--- src/hdl/lsfs_pkg.sv ---
// Overview of operation
// - Bit 15 picks steady or flash mode
// - Bit 14 picks drive bit or pin trigger
// - Trigger source ignored in steady mode
// - Steady mode: bit 13 turns sink on/off
// - Drive bit rise flashes unless repeat set; self-clears at end
// - Pin source: drive writes never start flashes
// - Repeat clear: one flash per trigger
// - Repeat set: internal flash every 4 s
// - Bits 9:8 give 32/64/96/1024 ms pulse
// - Steady ramp: instant, 0.25, 0.5, 1 s
// - Flash ramp: instant, 1.95, 3.91, 7.8 ms
// - Power state reset clears control fields
package lsfs_pkg;

  // ----------------------------------------------------------------
  // Register map
  // ----------------------------------------------------------------
  localparam logic [7:0]  CTRL_OFFSET   = 8'h00;
  localparam logic [7:0]  STATUS_OFFSET = 8'h04;
  localparam logic [15:0] CTRL_RESET    = 16'h0000;
  localparam logic [15:0] CTRL_MASK     = 16'hF330;
  localparam int MODE_BIT   = 15;
  localparam int TRIG_BIT   = 14;
  localparam int DRIVE_BIT  = 13;
  localparam int REPEAT_BIT = 12;
  localparam int DUR_LSB    = 8;
  localparam int RAMP_LSB   = 4;
  localparam int STAT_FLASH_BIT = 0;
  localparam int STAT_RAMP_BIT  = 1;
  localparam int STAT_MISS_BIT  = 2;
  localparam int STAT_LVL_LSB   = 8;

  // ----------------------------------------------------------------
  // Timebase
  // ----------------------------------------------------------------
  localparam int CLOCK_NS    = 10;
  localparam int TICK_NS     = 10000;
  localparam int TICK_CYCLES = (TICK_NS + CLOCK_NS - 1) / CLOCK_NS;
  localparam int TICKS_PER_MS = 1000000 / TICK_NS;
  localparam int TICKS_PER_S  = 1000000000 / TICK_NS;
  localparam int FLASH_MS0 = 32;
  localparam int FLASH_MS1 = 64;
  localparam int FLASH_MS2 = 96;
  localparam int FLASH_MS3 = 1024;
  localparam int REPEAT_S  = 4;
  localparam int LED_RAMP_MS1 = 250;
  localparam int LED_RAMP_MS2 = 500;
  localparam int LED_RAMP_MS3 = 1000;
  localparam int FL_RAMP_US1 = 1953;
  localparam int FL_RAMP_US2 = 3906;
  localparam int FL_RAMP_US3 = 7812;
  localparam int CNT_W = 19;
  localparam logic [CNT_W-1:0] REPEAT_TICKS = CNT_W'(REPEAT_S * TICKS_PER_S);
  localparam logic [6:0]       LEVEL_FULL   = 7'h7F;

  // ----------------------------------------------------------------
  // Types
  // ----------------------------------------------------------------
  typedef logic [CNT_W-1:0] lsfs_cnt_t;

  typedef enum logic [3:0] {
    ST_IDLE  = 4'b0001,
    ST_ON    = 4'b0010,
    ST_FLASH = 4'b0100,
    ST_RAMP  = 4'b1000
  } lsfs_state_e;

  typedef struct packed {
    logic [7:0]  addr;
    logic [15:0] wrData;
    logic        wrEn;
    logic        rdEn;
  } lsfs_bus_s;

  typedef struct packed {
    lsfs_state_e st;
    logic [15:0] ctrl;
    logic        drivePrev;
    logic        pinPrev;
    logic [1:0]  pinSync;
    logic [15:0] preCnt;
    lsfs_cnt_t   phaseCnt;
    lsfs_cnt_t   repCnt;
    lsfs_cnt_t   rampTotal;
    lsfs_cnt_t   acc;
    logic [6:0]  level;
    logic        missed;
    logic [15:0] rdData;
  } lsfs_regs_s;

endpackage

--- src/hdl/lsfs_top.sv ---
// The address map and the plain strobed port were chosen for this implementation.
`timescale 1ns/1ns
module lsfs_top #(
  parameter logic [15:0] TICK_CYCLES = 16'(lsfs_pkg::TICK_CYCLES)
) (
  input  wire logic               clock,
  input  wire logic               reset,
  input  wire logic               clockEnable,
  input  wire logic               pmReset,
  input  wire logic               flashPin,
  input  wire lsfs_pkg::lsfs_bus_s bus,
  output logic [15:0]             regReadData,
  output logic                    currentSinkOutputA,
  output logic [6:0]              sinkLevel,
  output logic                    flashActive
);

  // ----------------------------------------------------------------
  // State
  // ----------------------------------------------------------------
  lsfs_pkg::lsfs_regs_s q;
  lsfs_pkg::lsfs_regs_s d;

  logic                tick;
  logic                flashMode;
  logic                pinSource;
  logic                driveBit;
  logic                repeatOn;
  logic [1:0]          durSel;
  logic [1:0]          rampSel;
  logic                ctrlWrite;
  logic                writeSetsDrive;
  logic                regTrig;
  logic                pinTrig;
  logic                repTrig;
  logic                trig;
  lsfs_pkg::lsfs_cnt_t durTicks;
  lsfs_pkg::lsfs_cnt_t rampTicks;
  lsfs_pkg::lsfs_cnt_t accSum;
  lsfs_pkg::lsfs_cnt_t accNext;
  logic                levelStep;
  logic                rampDone;
  logic                flashDone;
  logic                clearDrive;
  logic [15:0]         statusWord;

  // ----------------------------------------------------------------
  // Lookup of pulse and ramp lengths in ticks
  // ----------------------------------------------------------------
  function automatic lsfs_pkg::lsfs_cnt_t flashLen(input logic [1:0] sel);
    lsfs_pkg::lsfs_cnt_t t;
    t = '0;
    case (sel)
      2'b00:   t = 19'(lsfs_pkg::FLASH_MS0 * lsfs_pkg::TICKS_PER_MS);
      2'b01:   t = 19'(lsfs_pkg::FLASH_MS1 * lsfs_pkg::TICKS_PER_MS);
      2'b10:   t = 19'(lsfs_pkg::FLASH_MS2 * lsfs_pkg::TICKS_PER_MS);
      default: t = 19'(lsfs_pkg::FLASH_MS3 * lsfs_pkg::TICKS_PER_MS);
    endcase
    return t;
  endfunction

  function automatic lsfs_pkg::lsfs_cnt_t rampLen(input logic fl,
                                                  input logic [1:0] sel);
    lsfs_pkg::lsfs_cnt_t t;
    t = '0;
    if (fl) begin
      case (sel)
        2'b00:   t = '0;
        2'b01:   t = 19'(lsfs_pkg::FL_RAMP_US1 * lsfs_pkg::TICKS_PER_MS / 1000);
        2'b10:   t = 19'(lsfs_pkg::FL_RAMP_US2 * lsfs_pkg::TICKS_PER_MS / 1000);
        default: t = 19'(lsfs_pkg::FL_RAMP_US3 * lsfs_pkg::TICKS_PER_MS / 1000);
      endcase
    end else begin
      case (sel)
        2'b00:   t = '0;
        2'b01:   t = 19'(lsfs_pkg::LED_RAMP_MS1 * lsfs_pkg::TICKS_PER_MS);
        2'b10:   t = 19'(lsfs_pkg::LED_RAMP_MS2 * lsfs_pkg::TICKS_PER_MS);
        default: t = 19'(lsfs_pkg::LED_RAMP_MS3 * lsfs_pkg::TICKS_PER_MS);
      endcase
    end
    return t;
  endfunction

  // ----------------------------------------------------------------
  // Field and write decode
  // ----------------------------------------------------------------

  // Control fields as currently held
  always_comb begin
    flashMode = q.ctrl[lsfs_pkg::MODE_BIT];
    pinSource = q.ctrl[lsfs_pkg::TRIG_BIT];
    driveBit  = q.ctrl[lsfs_pkg::DRIVE_BIT];
    repeatOn  = q.ctrl[lsfs_pkg::REPEAT_BIT];
    durSel    = q.ctrl[lsfs_pkg::DUR_LSB +: 2];
    rampSel   = q.ctrl[lsfs_pkg::RAMP_LSB +: 2];
  end

  // Write decode for the control word
  always_comb begin
    ctrlWrite      = bus.wrEn && (bus.addr == lsfs_pkg::CTRL_OFFSET);
    writeSetsDrive = ctrlWrite && bus.wrData[lsfs_pkg::DRIVE_BIT];
  end

  // ----------------------------------------------------------------
  // Timebase
  // ----------------------------------------------------------------

  // Shared prescaler tick
  always_comb begin
    tick = (q.preCnt == (TICK_CYCLES - 16'h0001));
  end

  // ----------------------------------------------------------------
  // Trigger sources
  // ----------------------------------------------------------------

  // Edge detectors on drive bit and synchronised pin
  always_comb begin
    regTrig = !pinSource && driveBit && !q.drivePrev;
    pinTrig = pinSource && q.pinSync[1] && !q.pinPrev;
  end

  // Internal repeat trigger every interval
  always_comb begin
    repTrig = flashMode && repeatOn && tick &&
              (q.repCnt == (lsfs_pkg::REPEAT_TICKS - 19'h0_0001));
  end

  // Flash start request, only in flash mode
  always_comb begin
    trig = flashMode && (repeatOn ? repTrig : (regTrig || pinTrig));
  end

  // ----------------------------------------------------------------
  // Programmed lengths
  // ----------------------------------------------------------------

  // Programmed lengths for the present settings
  always_comb begin
    durTicks  = flashLen(durSel);
    rampTicks = rampLen(flashMode, rampSel);
  end

  // ----------------------------------------------------------------
  // Pulse end
  // ----------------------------------------------------------------

  // Last tick of the pulse; hardware drive clear yields to a setting write
  always_comb begin
    flashDone  = tick && (q.phaseCnt == (durTicks - 19'h0_0001));
    clearDrive = !pinSource && !writeSetsDrive;
  end

  // ----------------------------------------------------------------
  // Ramp arithmetic
  // ----------------------------------------------------------------

  // Level falls by one each time the accumulator passes the ramp length
  always_comb begin
    accSum    = q.acc + 19'(lsfs_pkg::LEVEL_FULL);
    levelStep = (accSum >= q.rampTotal);
    accNext   = levelStep ? (accSum - q.rampTotal) : accSum;
    rampDone  = (q.phaseCnt == (q.rampTotal - 19'h0_0001));
  end

  // ----------------------------------------------------------------
  // Status word
  // ----------------------------------------------------------------

  // Pulse, ramp, missed trigger and level for software
  always_comb begin
    statusWord = 16'h0000;
    statusWord[lsfs_pkg::STAT_FLASH_BIT]    = (q.st == lsfs_pkg::ST_FLASH);
    statusWord[lsfs_pkg::STAT_RAMP_BIT]     = (q.st == lsfs_pkg::ST_RAMP);
    statusWord[lsfs_pkg::STAT_MISS_BIT]     = q.missed;
    statusWord[lsfs_pkg::STAT_LVL_LSB +: 7] = q.level;
  end

  // ----------------------------------------------------------------
  // Next state
  // ----------------------------------------------------------------
  always_comb begin
    d = q;
    if (clockEnable) begin
      d.rdData = 16'h0000;
      // Pin synchroniser and edge history
      d.pinSync   = {q.pinSync[0], flashPin};
      d.pinPrev   = q.pinSync[1];
      d.drivePrev = driveBit;
      d.preCnt    = tick ? 16'h0000 : q.preCnt + 16'h0001;

      // Software access
      if (ctrlWrite) begin
        d.ctrl = bus.wrData & lsfs_pkg::CTRL_MASK;
      end
      if (bus.rdEn) begin
        case (bus.addr)
          lsfs_pkg::CTRL_OFFSET: begin
            d.rdData = q.ctrl;
          end
          lsfs_pkg::STATUS_OFFSET: begin
            d.rdData = statusWord;
            d.missed = 1'b0;
          end
          default: begin
            d.rdData = 16'h0000;
          end
        endcase
      end

      // Repeat interval counter
      if (flashMode && repeatOn) begin
        if (tick) begin
          d.repCnt = repTrig ? '0 : q.repCnt + 19'h0_0001;
        end
      end else begin
        d.repCnt = '0;
      end

      // Sink sequencer
      case (q.st)
        lsfs_pkg::ST_IDLE: begin
          d.level = 7'h00;
          if (!flashMode && driveBit) begin
            d.st    = lsfs_pkg::ST_ON;
            d.level = lsfs_pkg::LEVEL_FULL;
          end else if (trig) begin
            d.st       = lsfs_pkg::ST_FLASH;
            d.phaseCnt = '0;
            d.level    = lsfs_pkg::LEVEL_FULL;
          end
        end
        lsfs_pkg::ST_ON: begin
          d.level = lsfs_pkg::LEVEL_FULL;
          if (flashMode) begin
            d.st    = lsfs_pkg::ST_IDLE;
            d.level = 7'h00;
          end else if (!driveBit) begin
            d.phaseCnt  = '0;
            d.acc       = '0;
            d.rampTotal = rampTicks;
            if (rampTicks == '0) begin
              d.st    = lsfs_pkg::ST_IDLE;
              d.level = 7'h00;
            end else begin
              d.st = lsfs_pkg::ST_RAMP;
            end
          end
        end
        lsfs_pkg::ST_FLASH: begin
          if (trig) begin
            d.missed = 1'b1;
          end
          if (!flashMode) begin
            d.st    = lsfs_pkg::ST_IDLE;
            d.level = 7'h00;
          end else if (flashDone) begin
            if (clearDrive) begin
              d.ctrl[lsfs_pkg::DRIVE_BIT] = 1'b0;
            end
            d.phaseCnt  = '0;
            d.acc       = '0;
            d.rampTotal = rampTicks;
            if (rampTicks == '0) begin
              d.st    = lsfs_pkg::ST_IDLE;
              d.level = 7'h00;
            end else begin
              d.st = lsfs_pkg::ST_RAMP;
            end
          end else if (tick) begin
            d.phaseCnt = q.phaseCnt + 19'h0_0001;
          end
        end
        lsfs_pkg::ST_RAMP: begin
          if (flashMode && trig) begin
            d.missed = 1'b1;
          end
          if (!flashMode && driveBit) begin
            d.st    = lsfs_pkg::ST_ON;
            d.level = lsfs_pkg::LEVEL_FULL;
          end else if (tick) begin
            if (rampDone) begin
              d.st    = lsfs_pkg::ST_IDLE;
              d.level = 7'h00;
            end else begin
              d.phaseCnt = q.phaseCnt + 19'h0_0001;
              d.acc      = accNext;
              if (levelStep) begin
                d.level = q.level - 7'h01;
              end
            end
          end
        end
        default: begin
          d.st    = lsfs_pkg::ST_IDLE;
          d.level = 7'h00;
        end
      endcase

      // Power state machine reset clears fields and sequencer
      if (pmReset) begin
        d.ctrl      = lsfs_pkg::CTRL_RESET;
        d.st        = lsfs_pkg::ST_IDLE;
        d.level     = 7'h00;
        d.phaseCnt  = '0;
        d.repCnt    = '0;
        d.acc       = '0;
        d.rampTotal = '0;
        d.missed    = 1'b0;
      end
    end
  end

  // ----------------------------------------------------------------
  // Register stage
  // ----------------------------------------------------------------
  always_ff @(posedge clock) begin
    if (reset) begin
      q.st        <= lsfs_pkg::ST_IDLE;
      q.ctrl      <= lsfs_pkg::CTRL_RESET;
      q.drivePrev <= 1'b0;
      q.pinPrev   <= 1'b0;
      q.pinSync   <= 2'b00;
      q.preCnt    <= 16'h0000;
      q.phaseCnt  <= '0;
      q.repCnt    <= '0;
      q.rampTotal <= '0;
      q.acc       <= '0;
      q.level     <= 7'h00;
      q.missed    <= 1'b0;
      q.rdData    <= 16'h0000;
    end else begin
      q <= d;
    end
  end

  // ----------------------------------------------------------------
  // Outputs
  // ----------------------------------------------------------------
  assign regReadData        = q.rdData;
  assign sinkLevel          = q.level;
  assign currentSinkOutputA = (q.level != 7'h00);
  assign flashActive        = (q.st == lsfs_pkg::ST_FLASH);

endmodule

--- config.mk ---
export PLATFORM = sky130hd
export DESIGN_NAME = lsfs_top
export DESIGN_NICKNAME = d
export VERILOG_FILES = /design/src/hdl/lsfs_pkg.sv /design/src/hdl/lsfs_top.sv
export SDC_FILE = /design/constraint.sdc
export NUM_CORES = 1
export LEC_CHECK = 0
export ABC_AREA = 0
export BUFFER_PORTS_ARGS = -buffer_cell sky130_fd_sc_hd__buf_4
export CORE_MARGIN = 4
export CORE_UTILIZATION = 51
export CTS_CLUSTER_SIZE = 20
export DETAILED_ROUTE_END_ITERATION = 7
export PLACE_DENSITY = 0.78
export SLEW_MARGIN = 10
export SYNTH_ARGS = -nofsm -noshare
export SYNTH_HDL_FRONTEND = slang
export SYNTH_SLANG_ARGS = --single-unit
--- constraint.sdc ---
create_clock -name clock -period 7 [get_ports clock]
set_input_delay 1.4 -clock clock [delete_from_list [all_inputs] [get_ports clock]]
set_output_delay 1.4 -clock clock [all_outputs]
set_load 0.03 [all_outputs]
==> metrics.md <==
| Metric | Value |
|---|---|
| Final Cell Area | 9210 µm² |
| Synth Area per Inst | 7.92 µm² |
| Leakage power | 0.00353 µW |
| EDFF count, synth | 0 |
| Outcome | finished clean |
| Largest net degree at the start of global routing | 62 |
| Finish-stage setup viols | 0 |
| Final core occ | 57.7% |
| Sequential fraction of the synthesis area | 30.0% |
| Wire per inst | 16.1 µm |
| Die Area | 18500 µm² |
| Htree depth | 4 |
| Max-cap violations | 0 |
| CTS tree | built |
| Fmax | 228 MHz |
| Min Clock Period, post-route | 4390 ps |
| Worst-path clk slew | 60 ps |
| Clock Tree Root | clkbuf_16 |
| TritonRoute pass-1 iters | 6 |
| Final WS setup | 2610 ps |
| Pre-CTS setup slack | 2690 ps |
| Vias in the first global route | 7016 |
| Initial DRC Count | 573 |
| Remaining Overflow, GRT | 0 |
| Crit path launch type | register |
| Worst-Margin Slew | 1190 ps |
| TNS Setup | 0 ps |
| Initial core utilization | 52.3% |
| CP Data Arrival Time | 4700 ps |
| GR Util All Layers | 22.3% |
| Synthesized flop and latch total | 125 |
| Reg2reg path depth | 14 |
| Max clock buf depth | 2 |
| Top cells by area, synth | dfxtp_1 30%, ha_1 5.0%, xnor2_1 4.7% |
| Crit Path Max Fanout | 31 |
| Post-Synth XOR/XNOR Area | 8.93% |
| Clk_lat worst skew | 430 ps |
| I/O pin cnt | 56 |
| Die W | 136 µm |
| Final #Nets | 1116 |
| Post-placement cell area | 8580 µm² |
| Final slew viol count | 0 |
| Crit Path Class | register to register |
| Ys Warns | 0 |
| First-pass GRT wire length | 33900 µm |
| Post-CTS resize count | 0 |
| Largest family of logic cells by synthesized area | simple AND/OR/NAND/NOR gates |
| Synth async-reset ratio | 0% |
| Simple-gate portion of the synthesized area | 26.5% |
| Final WL | 20600 µm |
| Vias | 7664 |
| Crit share post-route | 62.6% |
| Detailed Place HPWL | 14500 µm |
| Mapped Area | 8340 µm² |
| Synth cell types | 80 |
| Final hold slack | 466 ps |
| Via-to-Cell Ratio | 5.99 |
| RSZ-0062 raised after global routing | no |
| CP required | 7310 ps |
| Sink Count | 125 |
| Area Overhead vs Synth | 10.4% |
| Layout cells sized above 1 | 10.7% |
| Top_reg_cell synth | dfxtp_1 |
| FP Rows | 46 |
| CTS Buf Count | 17 |
| Ant. Diodes | 0 |
| PortBufs | 47 |
| VDD IR max | 175 µV |
| Total core area | 15900 µm² |
| Count leader, synth | dfxtp_1 |
| List of most frequent post-synthesis cells | 125 x dfxtp_1, 98 x nor2_1, 91 x nand2_1 |
| Fillers | 1444 |
| Crit path capture type | register |
| Slew HR | 20.3% |
| Antenna viol nets, final | 0 |
| Yosys top cell area share | 30.0% |
| Mapped Cells | 1053 |
| Multiplexer area fraction after synthesis | 2.76% |
| GP Congestion | 0.868 |
| Die outline height | 136 µm |
| Worst Clk Skew | 15.6 ps |
| Synth Area in Adders | 5.19% |
| Initial antenna violation count | 0 |
| P per Cell Area | 195 nW/µm² |
| DRC errors left | 0 |
| Final hold viol count | 0 |
| # Post-CTS Setup Buffers | 0 |
| Compound-gate portion of the synthesized area | 19.6% |
| Syn_nets | 1118 |
| Hold WC Path Type | register to register |
| Hold Path Stages | 2 |
| Hold Buf Count CTS | 0 |
| Leading area contributor after synthesis | dfxtp_1 |
## layer usage
layer / global-route usage (%) / wire (µm)
met1: 30.1 / 9600
met2: 36.0 / 9610
met3: 4.55 / 999
met4: 7.22 / 381
met5: 0 / 0
## per-stage QoR
step / total power [µW] / cells
3_3_place_gp: 875 / 1248
5_1_grt: 1860 / 1280
4_1_cts: 1800 / 1280
2_1_floorplan: 847 / 1053
3_5_place_dp: 878 / 1248
6_report: 1800 / 1280
## state kept, by name (all words and copies together) (netlist names)
register and cells:
driveBit 1, durSel 2, flashMode 1, pinSource 1, q 99, regReadData 14
sinkLevel 7
## layout make-up
| type | instances | area, µm² | share of cell area (%) |
|---|---|---|---|
| Multi-Input combinational cell | 811 | 5260 | 57.1 |
| Timing Repair Buffer | 51 | 383 | 4.16 |
| Clock buffer | 23 | 488 | 5.30 |
| Inverter | 45 | 169 | 1.83 |
| Clock inverter | 9 | 134 | 1.45 |
| Tap cell | 216 | 270 | 2.94 |
| Sequential cell | 125 | 2500 | 27.2 |
## path summary, 6_finish.rpt
check                            from      endpoint  slack [ps]
worst max-delay path            q[24]  sinkLevel[5]        2610
worst max register to register  q[24]  sinkLevel[5]        2610
worst min-delay path            q[16]         q[16]         470
worst min register to register  q[16]         q[16]         470
## cells by family (layout without fill, tap and decap cells)
logic type	count (synthesis)	count (layout)
flops	125	125
fa+ha+maj	34	34
xor+xnor	85	85
buf+inv	117	128
mux	22	22
compound gates	244	244
simple gates	426	426
## power breakdown
part,switching [µW],total [µW],internal [µW]
Sequential,6.34,723,716
Clock,334,932,598
Combinational,88.2,143,54.4
## cells in the final DEF (no fill, tap or decap), types with 30 or more instances in the layout
cell type,count
nor3_1,30
dfxtp_1,125
xor2_1,40
buf_4,51
nand2_1,91
inv_1,44
ha_1,33
nand3_1,51
o21ai_0,46
a21oi_1,68
nor2_1,98
xnor2_1,45
## critical path, cell delays in order, from the launching register on
cell and delay [ps]:
dfxtp_1 370, or4_4 600, nor2_1 320, nor2_1 180
xor2_1 190, ha_1 340, a21o_1 170, a21oi_1 340
nand3_1 110, a21oi_1 150, a21oi_1 200, or2_4 460
o31a_1 390, a31o_1 210, a22o_1 220
No activity file was read; power rests on OpenSTA's default activity.
